[config.mk]
export PLATFORM = sky130hd
export DESIGN_NAME = tpw_timer_pwm
export DESIGN_NICKNAME = d
export VERILOG_FILES = /design/src/verilog/tpw_pkg.sv /design/src/verilog/tpw_timer_pwm.sv
export VERILOG_INCLUDE_DIRS = /design/src /design/src/verilog
export SDC_FILE = /design/constraint.sdc
export NUM_CORES = 1
export LEC_CHECK = 0
export ABC_CLOCK_PERIOD_IN_PS = 8100
export BUFFER_PORTS_ARGS = -buffer_cell sky130_fd_sc_hd__buf_2
export CAP_MARGIN = 25
export CORE_MARGIN = 10
export CORE_UTILIZATION = 59
export CTS_BUF_LIST = sky130_fd_sc_hd__clkbuf_16
export DETAILED_ROUTE_END_ITERATION = 8
export PLACE_DENSITY = 0.77
export REMOVE_ABC_BUFFERS = 1
export SLEW_MARGIN = 0
export SYNTH_ARGS = -nofsm -noshare
export SYNTH_HDL_FRONTEND = slang
export SYNTH_SLANG_ARGS = --single-unit
[constraint.sdc]
create_clock -name clk_i -period 8.1 [get_ports clk_i]
set_clock_uncertainty 0.1 [all_clocks]
set_input_delay 0.405 -clock clk_i [delete_from_list [all_inputs] [get_ports clk_i]]
set_output_delay 0.405 -clock clk_i [all_outputs]
set_load 0.01 [all_outputs]
[src/verilog/tpw_regs.svh]
// Register offsets, field positions, reset values and counts of the timer block.
`ifndef TPW_REGS_SVH
`define TPW_REGS_SVH

// Number of timer channels.
`define TPW_NCH 2

// Byte offsets of the timer-wide registers.
`define TPW_ADDR_SC 4'h0
`define TPW_ADDR_CNTH 4'h1
`define TPW_ADDR_CNTL 4'h2
`define TPW_ADDR_MODH 4'h3
`define TPW_ADDR_MODL 4'h4

// Channel n status/control sits at CH_BASE + CH_STRIDE * n, value bytes after.
`define TPW_ADDR_CH_BASE 4'h5
`define TPW_CH_STRIDE 4'h3

// Timer status/control fields.
`define TPW_SC_TOF 7
`define TPW_SC_OVERFLOW_IRQ_ENABLE 6
`define TPW_SC_CENTER_ALIGN_SELECT 5
`define TPW_SC_CLKS_HI 4
`define TPW_SC_CLKS_LO 3
`define TPW_SC_PS_HI 2

// Channel status/control fields.
`define TPW_CSC_CHF 7
`define TPW_CSC_CHIE 6
`define TPW_CSC_MS_HI 5
`define TPW_CSC_MS_LO 4
`define TPW_CSC_ELS_HI 3
`define TPW_CSC_ELS_LO 2

// Clock source encodings.
`define TPW_CLKS_OFF 2'h0
`define TPW_CLKS_BUS 2'h1
`define TPW_CLKS_FIXED 2'h2
`define TPW_CLKS_EXT 2'h3

// Reset values and counter limits.
`define TPW_SC_RST 8'h00
`define TPW_MOD_RST 16'h0000
`define TPW_CNT_MAX 16'hffff
`define TPW_PSC_FULL 7'h7f
`define TPW_PS_TOP 3'h7

`endif

[src/verilog/tpw_pkg.sv]
// Types shared by the timer block: channel modes and the state record.
package tpw_pkg;
`include "tpw_regs.svh"

	// Operating mode of one channel, one-hot.
	typedef enum logic [3:0] {
		TPW_MODE_IC = 4'h1,
		TPW_MODE_OC = 4'h2,
		TPW_MODE_EP = 4'h4,
		TPW_MODE_CP = 4'h8
	} tpw_mode_t;

	// Every flip-flop of the timer block.
	typedef struct packed {
		logic overflow_flag;
		logic tof_arm;
		logic overflow_irq_enable;
		logic center_align_select;
		logic [1:0] clks;
		logic [2:0] ps;
		logic [6:0] psc;
		logic [15:0] cnt;
		logic down;
		logic [15:0] mod;
		logic [15:0] mod_buf;
		logic [1:0] mod_wr;
		logic [15:0] cnt_lat;
		logic [1:0] cnt_rd;
		logic [`TPW_NCH-1:0] chf;
		logic [`TPW_NCH-1:0] chf_arm;
		logic [`TPW_NCH-1:0] chie;
		logic [`TPW_NCH-1:0][1:0] ms;
		logic [`TPW_NCH-1:0][1:0] els;
		logic [`TPW_NCH-1:0][15:0] cv;
		logic [`TPW_NCH-1:0][15:0] cv_buf;
		logic [`TPW_NCH-1:0][15:0] duty;
		logic [`TPW_NCH-1:0][15:0] cv_lat;
		logic [`TPW_NCH-1:0][1:0] cv_wr;
		logic [`TPW_NCH-1:0][1:0] cv_rd;
		logic [`TPW_NCH-1:0] pin_s1;
		logic [`TPW_NCH-1:0] pin_s2;
		logic [`TPW_NCH-1:0] pin_prev;
		logic ext_s1;
		logic ext_s2;
		logic ext_prev;
		logic [`TPW_NCH-1:0] ch_out;
		logic [`TPW_NCH-1:0] ch_oe;
		logic irq;
		logic [7:0] rdata;
	} tpw_state_t;
endpackage

[src/verilog/tpw_timer_pwm.sv]
// Sixteen-bit timer with capture, compare and PWM channels and byte registers.
`timescale 1ns/10ps
`include "tpw_regs.svh"

module tpw_timer_pwm
	import tpw_pkg::*;
(
	// Clock and reset.
	input wire logic clk_i,
	input wire logic reset_n_i,
	// Register port.
	input wire logic [3:0] addr_i,
	input wire logic [7:0] wdata_i,
	input wire logic wr_i,
	input wire logic rd_i,
	output logic [7:0] rdata_o,
	// System status and clock sources.
	input wire logic debug_halt_i,
	input wire logic fixed_tick_i,
	input wire logic ext_clk_i,
	// Channel pins.
	input wire logic [`TPW_NCH-1:0] ch_pin_i,
	output logic [`TPW_NCH-1:0] ch_out_o,
	output logic [`TPW_NCH-1:0] ch_oe_o,
	// Interrupt request.
	output logic irq_o
);

	tpw_state_t s_ff;
	tpw_state_t nxt_s;

	// Decodes the channel mode; the centre-aligned select overrides all.
	function automatic tpw_mode_t ch_mode(input logic cp, input logic [1:0] ms);
		tpw_mode_t m;
		m = TPW_MODE_EP;
		if (cp) begin
			m = TPW_MODE_CP;
		end else if (ms == 2'h0) begin
			m = TPW_MODE_IC;
		end else if (ms == 2'h1) begin
			m = TPW_MODE_OC;
		end
		return m;
	endfunction

	// Tells whether an address hits byte k of the three bytes of channel n.
	function automatic logic ch_hit(input logic [3:0] a, input int n,
		input logic [1:0] k);
		logic [3:0] base;
		base = `TPW_ADDR_CH_BASE + 4'(n) * `TPW_CH_STRIDE;
		return a == base + 4'(k);
	endfunction

	logic src;
	logic tick;
	logic ovf;
	logic to_top;
	logic [6:0] ps_max;
	logic [15:0] nc;
	logic [15:0] mod_eff;
	logic ndown;
	logic rise;
	logic fall;
	logic ev;
	logic act;
	tpw_mode_t m;

	// Whole next-state computation; flag events follow bus writes so events win, but a counter write beats the counter step.
	always_comb begin
		nxt_s = s_ff;
		src = 1'b0;
		tick = 1'b0;
		ovf = 1'b0;
		to_top = 1'b0;
		nc = s_ff.cnt;
		ndown = s_ff.down;
		rise = 1'b0;
		fall = 1'b0;
		ev = 1'b0;
		act = 1'b0;
		m = TPW_MODE_IC;
		nxt_s.rdata = 8'h00;
		ps_max = `TPW_PSC_FULL >> (`TPW_PS_TOP - s_ff.ps);
		mod_eff = (s_ff.mod == 16'h0000) ? `TPW_CNT_MAX : s_ff.mod;

		// Pin and external clock synchronisers.
		nxt_s.pin_s1 = ch_pin_i;
		nxt_s.pin_s2 = s_ff.pin_s1;
		nxt_s.pin_prev = s_ff.pin_s2;
		nxt_s.ext_s1 = ext_clk_i;
		nxt_s.ext_s2 = s_ff.ext_s1;
		nxt_s.ext_prev = s_ff.ext_s2;

		// Clock source and prescaler; the count freezes under debug halt.
		case (s_ff.clks)
			`TPW_CLKS_BUS: src = 1'b1;
			`TPW_CLKS_FIXED: src = fixed_tick_i;
			`TPW_CLKS_EXT: src = s_ff.ext_s2 & ~s_ff.ext_prev;
			default: src = 1'b0;
		endcase
		src = src & ~debug_halt_i;
		if (src) begin
			tick = s_ff.psc == ps_max;
			nxt_s.psc = tick ? 7'h00 : s_ff.psc + 7'h01;
		end

		// Counter stepping and overflow.
		if (tick) begin
			if (s_ff.center_align_select) begin
				if (!s_ff.down && s_ff.cnt == s_ff.mod) begin
					ndown = 1'b1;
					nc = s_ff.cnt - 16'h0001;
					ovf = 1'b1;
				end else if (s_ff.down && s_ff.cnt == 16'h0000) begin
					ndown = 1'b0;
					nc = 16'h0001;
				end else begin
					nc = s_ff.down ? s_ff.cnt - 16'h0001 : s_ff.cnt + 16'h0001;
				end
			end else begin
				ndown = 1'b0;
				if (s_ff.cnt == mod_eff) begin
					nc = 16'h0000;
					ovf = 1'b1;
				end else begin
					nc = s_ff.cnt + 16'h0001;
				end
			end
			to_top = !s_ff.down && nc == mod_eff;
		end
		nxt_s.cnt = nc;
		nxt_s.down = ndown;

		// Timer-wide register writes.
		if (wr_i) begin
			case (addr_i)
				`TPW_ADDR_SC: begin
					if (s_ff.tof_arm && !wdata_i[`TPW_SC_TOF]) begin
						nxt_s.overflow_flag = 1'b0;
						nxt_s.tof_arm = 1'b0;
					end
					nxt_s.overflow_irq_enable = wdata_i[`TPW_SC_OVERFLOW_IRQ_ENABLE];
					nxt_s.center_align_select = wdata_i[`TPW_SC_CENTER_ALIGN_SELECT];
					nxt_s.clks = wdata_i[`TPW_SC_CLKS_HI:`TPW_SC_CLKS_LO];
					nxt_s.ps = wdata_i[`TPW_SC_PS_HI:0];
					nxt_s.mod_wr = 2'h0;
					if (debug_halt_i) begin
						nxt_s.cnt_rd = 2'h0;
					end
				end
				`TPW_ADDR_CNTH, `TPW_ADDR_CNTL: begin
					nxt_s.cnt = 16'h0000;
					nxt_s.psc = 7'h00;
					nxt_s.down = 1'b0;
					if (debug_halt_i) begin
						nxt_s.cnt_rd = 2'h0;
					end
				end
				`TPW_ADDR_MODH: begin
					nxt_s.mod_buf[15:8] = wdata_i;
					nxt_s.mod_wr[1] = 1'b1;
				end
				`TPW_ADDR_MODL: begin
					nxt_s.mod_buf[7:0] = wdata_i;
					nxt_s.mod_wr[0] = 1'b1;
				end
				default: begin
				end
			endcase
		end

		// The modulus loads at once when stopped, else at the period end.
		if (nxt_s.mod_wr == 2'h3 && (s_ff.clks == `TPW_CLKS_OFF || ovf)) begin
			nxt_s.mod = nxt_s.mod_buf;
			nxt_s.mod_wr = 2'h0;
		end

		// Timer-wide register reads; counter bytes read through a latch.
		if (rd_i) begin
			case (addr_i)
				`TPW_ADDR_SC: begin
					nxt_s.rdata = {s_ff.overflow_flag, s_ff.overflow_irq_enable, s_ff.center_align_select, s_ff.clks,
						s_ff.ps};
					if (s_ff.overflow_flag) begin
						nxt_s.tof_arm = 1'b1;
					end
				end
				`TPW_ADDR_CNTH, `TPW_ADDR_CNTL: begin
					if (debug_halt_i) begin
						nxt_s.rdata = addr_i[1] ? s_ff.cnt[7:0] : s_ff.cnt[15:8];
					end else begin
						if (s_ff.cnt_rd == 2'h0) begin
							nxt_s.cnt_lat = s_ff.cnt;
							nxt_s.rdata = addr_i[1] ? s_ff.cnt[7:0] : s_ff.cnt[15:8];
						end else begin
							nxt_s.rdata = addr_i[1] ? s_ff.cnt_lat[7:0]
								: s_ff.cnt_lat[15:8];
						end
						nxt_s.cnt_rd = s_ff.cnt_rd | {~addr_i[1], addr_i[1]};
						if (nxt_s.cnt_rd == 2'h3) begin
							nxt_s.cnt_rd = 2'h0;
						end
					end
				end
				`TPW_ADDR_MODH: nxt_s.rdata = s_ff.mod[15:8];
				`TPW_ADDR_MODL: nxt_s.rdata = s_ff.mod[7:0];
				default: begin
				end
			endcase
		end

		// Overflow flag; a new event beats a clear and restarts the sequence.
		if (ovf) begin
			nxt_s.overflow_flag = 1'b1;
			nxt_s.tof_arm = 1'b0;
		end

		// Per-channel registers, events and outputs.
		for (int i = 0; i < `TPW_NCH; i++) begin
			m = ch_mode(s_ff.center_align_select, s_ff.ms[i]);

			// Channel control write cancels a pending value write.
			if (wr_i && ch_hit(addr_i, i, 2'h0)) begin
				if (s_ff.chf_arm[i] && !wdata_i[`TPW_CSC_CHF]) begin
					nxt_s.chf[i] = 1'b0;
					nxt_s.chf_arm[i] = 1'b0;
				end
				nxt_s.chie[i] = wdata_i[`TPW_CSC_CHIE];
				nxt_s.ms[i] = wdata_i[`TPW_CSC_MS_HI:`TPW_CSC_MS_LO];
				nxt_s.els[i] = wdata_i[`TPW_CSC_ELS_HI:`TPW_CSC_ELS_LO];
				nxt_s.cv_wr[i] = 2'h0;
				if (debug_halt_i) begin
					nxt_s.cv_rd[i] = 2'h0;
				end
			end

			// Value bytes go to the write buffer unless the channel captures.
			if (wr_i && m != TPW_MODE_IC) begin
				if (ch_hit(addr_i, i, 2'h1)) begin
					nxt_s.cv_buf[i][15:8] = wdata_i;
					nxt_s.cv_wr[i][1] = 1'b1;
				end
				if (ch_hit(addr_i, i, 2'h2)) begin
					nxt_s.cv_buf[i][7:0] = wdata_i;
					nxt_s.cv_wr[i][0] = 1'b1;
				end
			end

			// Buffer transfer: stopped at once, compare on a step, PWM at top.
			if (s_ff.clks == `TPW_CLKS_OFF) begin
				if (nxt_s.cv_wr[i] == 2'h3) begin
					nxt_s.cv[i] = nxt_s.cv_buf[i];
					nxt_s.cv_wr[i] = 2'h0;
				end
			end else if (s_ff.cv_wr[i] == 2'h3 && nxt_s.cv_wr[i] == 2'h3) begin
				if ((m == TPW_MODE_OC && tick)
					|| (m != TPW_MODE_OC && m != TPW_MODE_IC && to_top)) begin
					nxt_s.cv[i] = s_ff.cv_buf[i];
					nxt_s.cv_wr[i] = 2'h0;
				end
			end

			// Channel reads; value bytes read through a coherency latch.
			if (rd_i && ch_hit(addr_i, i, 2'h0)) begin
				nxt_s.rdata = {s_ff.chf[i], s_ff.chie[i], s_ff.ms[i], s_ff.els[i],
					2'h0};
				if (s_ff.chf[i]) begin
					nxt_s.chf_arm[i] = 1'b1;
				end
			end
			if (rd_i && (ch_hit(addr_i, i, 2'h1) || ch_hit(addr_i, i, 2'h2))) begin
				if (debug_halt_i) begin
					nxt_s.rdata = ch_hit(addr_i, i, 2'h2) ? s_ff.cv[i][7:0]
						: s_ff.cv[i][15:8];
				end else begin
					if (s_ff.cv_rd[i] == 2'h0) begin
						nxt_s.cv_lat[i] = s_ff.cv[i];
						nxt_s.rdata = ch_hit(addr_i, i, 2'h2) ? s_ff.cv[i][7:0]
							: s_ff.cv[i][15:8];
					end else begin
						nxt_s.rdata = ch_hit(addr_i, i, 2'h2) ? s_ff.cv_lat[i][7:0]
							: s_ff.cv_lat[i][15:8];
					end
					nxt_s.cv_rd[i] = s_ff.cv_rd[i]
						| {ch_hit(addr_i, i, 2'h1), ch_hit(addr_i, i, 2'h2)};
					if (nxt_s.cv_rd[i] == 2'h3) begin
						nxt_s.cv_rd[i] = 2'h0;
					end
				end
			end

			// Mode-specific events and pin behaviour.
			rise = s_ff.pin_s2[i] & ~s_ff.pin_prev[i];
			fall = ~s_ff.pin_s2[i] & s_ff.pin_prev[i];
			ev = 1'b0;
			nxt_s.ch_oe[i] = m != TPW_MODE_IC && s_ff.els[i] != 2'h0;
			case (m)
				TPW_MODE_IC: begin
					ev = (s_ff.els[i][0] & rise) | (s_ff.els[i][1] & fall);
					if (ev) begin
						nxt_s.cv[i] = s_ff.cnt;
					end
				end
				TPW_MODE_OC: begin
					ev = tick && nc == s_ff.cv[i];
					if (ev) begin
						case (s_ff.els[i])
							2'h1: nxt_s.ch_out[i] = ~s_ff.ch_out[i];
							2'h2: nxt_s.ch_out[i] = 1'b0;
							2'h3: nxt_s.ch_out[i] = 1'b1;
							default: nxt_s.ch_out[i] = s_ff.ch_out[i];
						endcase
					end
				end
				TPW_MODE_EP: begin
					ev = tick && nc == s_ff.cv[i];
					// Only a counter step moves the output, so it holds when stopped.
					if (tick) begin
						act = nc < s_ff.cv[i];
						nxt_s.ch_out[i] = act ^ s_ff.els[i][0];
					end
				end
				TPW_MODE_CP: begin
					ev = tick && nc == s_ff.cv[i] && s_ff.cv[i] != 16'h0000;
					// Duty is sampled at period end so a period never mixes two values.
					if (ovf) begin
						nxt_s.duty[i] = s_ff.cv[i];
					end
					if (tick) begin
						if (s_ff.duty[i][15] || s_ff.duty[i] == 16'h0000) begin
							act = 1'b0;
						end else if (s_ff.duty[i] >= s_ff.mod) begin
							act = 1'b1;
						end else begin
							// The match count itself is active while counting down.
							act = ndown ? nc <= s_ff.duty[i] : nc < s_ff.duty[i];
						end
						nxt_s.ch_out[i] = act ^ s_ff.els[i][0];
					end
				end
				default: ev = 1'b0;
			endcase
			if (ev) begin
				nxt_s.chf[i] = 1'b1;
				nxt_s.chf_arm[i] = 1'b0;
			end
		end

		// Level interrupt from any enabled flag.
		nxt_s.irq = (nxt_s.overflow_flag & nxt_s.overflow_irq_enable) | (|(nxt_s.chf & nxt_s.chie));
	end

	// One register for all state; reset clears everything, clock stopped.
	always_ff @(posedge clk_i) begin
		if (!reset_n_i) begin
			s_ff <= '0;
		end else begin
			s_ff <= nxt_s;
		end
	end

	// Outputs come straight from flip-flops.
	assign rdata_o = s_ff.rdata;
	assign irq_o = s_ff.irq;
	assign ch_out_o = s_ff.ch_out;
	assign ch_oe_o = s_ff.ch_oe;

endmodule

# After elaboration in Yosys (flattened, before gate mapping)

Index checks and enable logic that the tools add are counted.

Reductions and logical operators: 72
Shifts and indexed selects: 1
Eq/ne operators: 55
Multiplexer cells: 147
Bitwise operators: 32
$add $sub $neg: 4
Magnitude comparators: 8

Operators with widths:

| kind                                                                    | number |
|---|---|
| 16-bit 2-to-1 mux                                                       | 22 |
| 8-bit 2-to-1 mux                                                        | 23 |
| 16-bit equality test                                                    | 5 |
| 16-bit zero test                                                        | 4 |
| 16-bit < comparator                                                     | 4 |
| 2-bit 2-to-1 mux                                                        | 31 |
| 1-bit 2-to-1 mux                                                        | 49 |
| 33-bit 2-to-1 mux                                                       | 1 |
| 16-bit >= comparator                                                    | 2 |
| 16-bit less-or-equal comparator                                         | 2 |
| 8-bit case mux with 4 select lines                                      | 1 |
| 16-bit nonzero test                                                     | 2 |
| 1-bit logical AND                                                       | 29 |
| 2-bit equality test, second input constant                              | 14 |
| 4-bit by 3-bit equality test with 1-bit output, second input constant   | 6 |
| 24-bit 2-to-1 mux                                                       | 1 |
| 1-bit case mux with 3 select lines                                      | 7 |
| 4-bit equality test, second input constant                              | 5 |
| 18-bit 2-to-1 mux                                                       | 1 |
| 16-bit by 1-bit adder with 16-bit output, second input constant         | 1 |
| 4-bit by 2-bit equality test with 1-bit output, second input constant   | 4 |
| 4-bit by 1-bit inequality test with 1-bit output, second input constant | 4 |
| 2-bit OR reduction                                                      | 8 |
| 16-bit by 1-bit subtractor with 16-bit output, second input constant    | 1 |
| other kinds (31)                                                        | 92 |

Flip-flop bits (word level): 257

# Logic depth before layout (Yosys ltp)

Depth in word-level cells: 16
Depth in mapped cells: 26
Mapped depth without buffers: 23

# Worst setup path before layout

No wires, ideal clock.

Kind: reg-to-reg
Start point: reg s_ff[208] (netlist name)
End point: reg s_ff (netlist bit ch_out_o[0])
Required time: 7.914 ns
Period minus slack after synthesis: 4.736 ns
Setup time: 0.086 ns
Arrival time: 4.551 ns
Stages on the path, launching flop included: 27
Buffers on the path: 3
Setup slack: 3.364 ns
Path through: dfxtp_1 -> buf_2 -> nor4_1 -> nand4_1 -> buf_2 -> a21oi_1 -> nor4_1 -> and3_1 -> nor2_1 -> buf_2 -> nand2b_1 -> or3_1 -> o21ai_0 -> ha_1 -> a21o_1 -> a21oi_1 -> nor2b_1 -> o21ai_0 -> nand2b_1 -> a21oi_1 -> nor2b_1 -> o21ai_0 -> a21oi_1 -> o31a_1 -> o22ai_1 -> nor3_1 -> a211oi_1

Longest elaborated chain between the ends: 16
Elaborated cells on any way between the ends: 31
Those cells by class: order compare: 4; eq/ne: 4; mux: 17; bitwise: 2; reduce/logical: 4

RTL lines:

| item                                                                          | RTL line             | text |
|---|---|---|
| from (decl)                                                                   | tpw_timer_pwm.sv:29  | `tpw_state_t s_ff;` |
| from (signal assigned)                                                        | tpw_timer_pwm.sv:358 | `s_ff <= nxt_s;` |
| 16-bit zero test                                                              | tpw_timer_pwm.sv:84  | `` mod_eff = (s_ff.mod == 16'h0000) ? `TPW_CNT_MAX : s_ff.mod; `` |
| 16-bit 2-to-1 mux                                                             | tpw_timer_pwm.sv:84  |  |
| 16-bit equality test                                                          | tpw_timer_pwm.sv:122 | `if (s_ff.cnt == mod_eff) begin` |
| 16-bit 2-to-1 mux                                                             | tpw_timer_pwm.sv:122 |  |
| 16-bit 2-to-1 mux                                                             | tpw_timer_pwm.sv:109 | `if (s_ff.center_align_select) begin` |
| 16-bit 2-to-1 mux (2 in series)                                               | tpw_timer_pwm.sv:108 | `if (tick) begin` |
| 16-bit < comparator / 16-bit less-or-equal comparator (equally long branches) | tpw_timer_pwm.sv:336 | `act = ndown ? nc <= s_ff.duty[i] : nc < s_ff.duty[i];` |
| 1-bit 2-to-1 mux                                                              | tpw_timer_pwm.sv:336 |  |
| 1-bit 2-to-1 mux                                                              | tpw_timer_pwm.sv:332 | `end else if (s_ff.duty[i] >= s_ff.mod) begin` |
| 1-bit 2-to-1 mux                                                              | tpw_timer_pwm.sv:330 | `if (s_ff.duty[i][15] \|\| s_ff.duty[i] == 16'h0000) begin` |
| 1-bit 2-to-1 mux                                                              | tpw_timer_pwm.sv:329 | `if (tick) begin` |
| 1-bit 2-to-1 mux                                                              | tpw_timer_pwm.sv:297 | `case (m)` |
| 1-bit XOR                                                                     | tpw_timer_pwm.sv:338 | `nxt_s.ch_out[i] = act ^ s_ff.els[i][0];` |
| 1-bit 2-to-1 mux                                                              | tpw_timer_pwm.sv:329 |  |
| 1-bit case mux with 3 select lines                                            | tpw_timer_pwm.sv:297 |  |

Parallel ways exist; a longest one is shown, timed or not. The select of a mux whose other input is x is not followed.
A chain may end at the register's enable or synchronous reset.

# Final worst setup path

Start point: reg s_ff[208] (netlist name)
End point: reg s_ff (netlist bit irq_o)

Longest elaborated chain between the ends: 15
Elaborated cells on any way between the ends: 29
Those cells by class: eq/ne: 4; mux: 15; bitwise: 3; reduce/logical: 7

RTL lines:

| item                               | RTL line                                                         | text |
|---|---|---|
| 16-bit zero test                   | tpw_timer_pwm.sv:84                                              |  |
| 16-bit 2-to-1 mux                  | tpw_timer_pwm.sv:84                                              |  |
| 16-bit equality test               | tpw_timer_pwm.sv:122                                             |  |
| 16-bit 2-to-1 mux                  | tpw_timer_pwm.sv:122                                             |  |
| 16-bit 2-to-1 mux                  | tpw_timer_pwm.sv:109                                             |  |
| 16-bit 2-to-1 mux (2 in series)    | tpw_timer_pwm.sv:108                                             |  |
| 16-bit equality test               | tpw_timer_pwm.sv:305, tpw_timer_pwm.sv:316, tpw_timer_pwm.sv:324 |  |
| 1-bit logical AND                  | tpw_timer_pwm.sv:305, tpw_timer_pwm.sv:316, tpw_timer_pwm.sv:324 |  |
| 1-bit logical AND                  | tpw_timer_pwm.sv:324                                             | `ev = tick && nc == s_ff.cv[i] && s_ff.cv[i] != 16'h0000;` |
| 1-bit case mux with 3 select lines | tpw_timer_pwm.sv:297                                             |  |
| 1-bit 2-to-1 mux                   | tpw_timer_pwm.sv:343                                             | `if (ev) begin` |
| 2-bit bitwise AND                  | tpw_timer_pwm.sv:350                                             | `nxt_s.irq = (nxt_s.overflow_flag & nxt_s.overflow_irq_enable) \| (\|(nxt_s.chf & nxt_s.chie));` |
| 2-bit OR reduction                 | tpw_timer_pwm.sv:350                                             |  |
| 1-bit OR *                         | tpw_timer_pwm.sv:350                                             |  |

Every way passes the cells marked *; elsewhere a longest branch is shown, timed or not. The select of a mux whose other input is x is not followed.

==> flow_summary.ini <==
[status]
status = finished clean

[hold_path]
min_to = s_ff[255]
min-delay-start = rd_i
hold_path_depth = 3
hp-class = in2reg

[synth]
synth-warning-count = 0
post_synth.cell_area_avg_um2 = 7.83
ys_seq_elements = 257
synth.area.top_cells = dfxtp_1 (32%), ha_1 (8.0%), nand2_1 (6.6%)
syn_inst = 2084
yosysUniqueCellTypes = 83
synth_area_um2 = 16300
synth.yosys.seq_area_share_pct = 31.5
synth_top_area_share_pct = 31.5
synth_top_area_cell = dfxtp_1
synth-main-ff-cell = dfxtp_1
synth_edf_count = 0
async_reset_ff_share_pct = 0

[clock_network]
cts-root-buf = clkbuf_16
cts_setup_buffers = 0
cts_tree = done
cts_sinks = 257
clk_latency_ns = 0.57
clk_path_buf_depth = 3
cts-resized-gates = 0
h-tree-depth = 1
clkTransAtPathRegs_ns = 0.06
cts_buffers = 28

[global_route]
grt_overflow_total = 0
antenna_found_initial = 0
use_met1_pct = 43.1
grt_util_met3_pct = 7.52
grt_pass1_vias = 15130
grt_busiest_layer = met2
use_met2_pct = 51.1
grt_use_total_pct = 33.0
grt_pass1_wl_um = 91300
grt_max_degree = 77

[layout]
fin_util_pct = 64.7
drive_above_1_share_pct = 9.36
fin_cells = 2423
final_cell_mix = nand2_1 (286), dfxtp_1 (257), nor2_1 (181)
fillers = 2374
syn_to_final_growth_pct = 7.39
nNetsFinal = 2155
antennaDiodeCount = 0
layout_commonest_cell = nand2_1

[timing]
fin_crit_sh_pct = 76.9
max_slew_margin_pct = 18.3
period_minus_slack_ns = 6.23
setup_ws_ns = 1.87
maxClockFrequency_ghz = 0.161
finalHoldViolCount = 0
timing_worst_slew_pin_value_ns = 1.22
maxSlewViolCount = 0
finalSetupViolations = 0
tns_ns = 0
rsz0062_at_grt = no

[route]
vias_per_cell = 6.81
antenna_left = 0
drt_first_pass_iters = 7
vias = 16498
post_drt_wl_per_cell_um = 25.2
drc = 0
initialDrtViolationCount = 2266
wl_um = 61100

[power_and_ir_drop]
p_per_area_nw_per_um2 = 155
power_leakage_uw = 0.00669
ir_drop_mv = 0.152

[worst_setup_path]
critPathCaptureType = flop
crit_start = s_ff[208]
cp_max_fo = 15
crit_path_start_kind = flop
worstSetupPathType = reg2reg
r2r-end = irq_o
cp.required_ns = 8.48
reg2regPathDepth = 19
cp.arrival_ns = 6.61
rr_startpoint = s_ff[208]
rrSetupSlack_ns = 1.87

[floorplan]
dieArea_um2 = 34700
die_h_um = 186
fp-row-count = 60
start_util_pct = 60.2
ioPinCount = 34
chipWidth_um = 186
fp.coreArea_um2 = 27100

[placement]
port_buffers = 33
post-place-ws_ns = 1.96
dp.cells = 2366
dpl.hpwl_um = 43300
gp_congestion = 0.992

[flow_run]
drv_cap = 0
[Yosys cell counts (6+ instances only)]
master and instances:
nor2b_1 38, a222oi_1 8, and3_1 10, nor4_1 33
o22a_1 17, a21o_1 34, mux4_2 23, a22oi_1 12
clkbuf_1 117, dfxtp_1 257, buf_2 22, nor3b_1 22
o211ai_1 27, xor2_1 6, inv_1 102, a21oi_1 173
a221oi_1 9, nand2b_1 14, o22ai_1 10, ha_1 104
nor3_2 12, nor2_1 183, o31ai_1 14, nor3_1 66
a31oi_1 18, mux2i_1 67, xnor2_1 17, and2_1 15
or2_2 8, nand3_1 56, or3_1 17, buf_4 13
a211oi_1 10, a41oi_1 6, o21ai_0 86, nand2_1 286
buf_1 10, o221ai_1 17, mux2_2 7, nand4_1 54
[routing by layer]
layer  vias to the layer above  wire length [um]
met4                         0              3160
met2                      1108             26800
met1                      7827             23800
met3                       201              7340
li1                       7362                 -
met5                         -                 0
[what timing repair did]
action / CTS / global route
endpoints found under the setup margin: 0 / 0
hold buffers: 3 / 0
endpoints found under the hold margin: 3 / 0
[cell type report]
| type | count | area, um2 | share of cell area, % |
|---|---|---|---|
| clock buffer | 28 | 701 | 4.00 |
| clock inverter | 23 | 178 | 1.01 |
| inverter | 106 | 403 | 2.30 |
| multi-input combinational | 1558 | 10100 | 57.6 |
| sequential | 257 | 5140 | 29.4 |
| tap | 372 | 465 | 2.66 |
| timing repair buffer | 79 | 541 | 3.08 |
[flip-flops by register name, summed over array words and instances (netlist names)]
register	cells
s_ff	238
rdata_o	8
nxt_s	6
ch_oe_o	2
ch_out_o	2
irq_o	1
[through the flow]
stage	power (uW)	hold WS, ns	area, um2
floorplan	1410	0.310	15600
finish	2710	0.136	17500
global placement	1480	0.316	16500
CTS	2710	0.115	17500
detailed placement	1490	0.322	16600
global route	2780	0.122	17500
[kinds of logic (layout without fill, tap and decap cells)]
group | after synthesis | after routing | share of synthesized area [%]
muxes | 97 | 97 | 7.77
adders and majority gates | 104 | 104 | 7.97
DFF | 257 | 257 | 31.5
AOI/OAI and AO/OA | 492 | 492 | 19.7
xor gates and xnor gates | 24 | 24 | 1.37
buffers and inverters | 269 | 236 | 6.70
and+or+nand+nor | 841 | 841 | 25.0
[where the power goes]
part | total [uW] | internal, uW | switching [uW]
registers | 1280 | 1270 | 12.5
logic | 185 | 54.1 | 130
clock network | 1240 | 695 | 548
[how the worst max path moves through the flow]
stage / slack (ns) / to
5_1_grt: 1.51 / irq_o
2_1_floorplan: 3.09 / ch_out_o[0]
6_report: 1.87 / irq_o
3_3_place_gp: 2.08 / irq_o
4_1_cts: 1.98 / irq_o
3_5_place_dp: 1.96 / irq_o
[critical path, cell delays in order (launching register included)]
cell and delay [ns]:
dfxtp_1 0.44, nor4_1 0.57, nand4_1 0.70, or2_1 0.51, a2111oi_4 0.42, and3_1 0.26
nor2_1 0.05, buf_4 0.19, nand2b_1 0.23, or3_1 0.15, o21ai_0 0.35, ha_1 0.45
nand4_1 0.15, nor4_1 0.56, o41ai_1 0.20, o31ai_1 0.32, a21oi_1 0.10, o22ai_1 0.19
nand2_1 0.09, o31ai_1 0.10
Power figures use the tool's default switching activity.
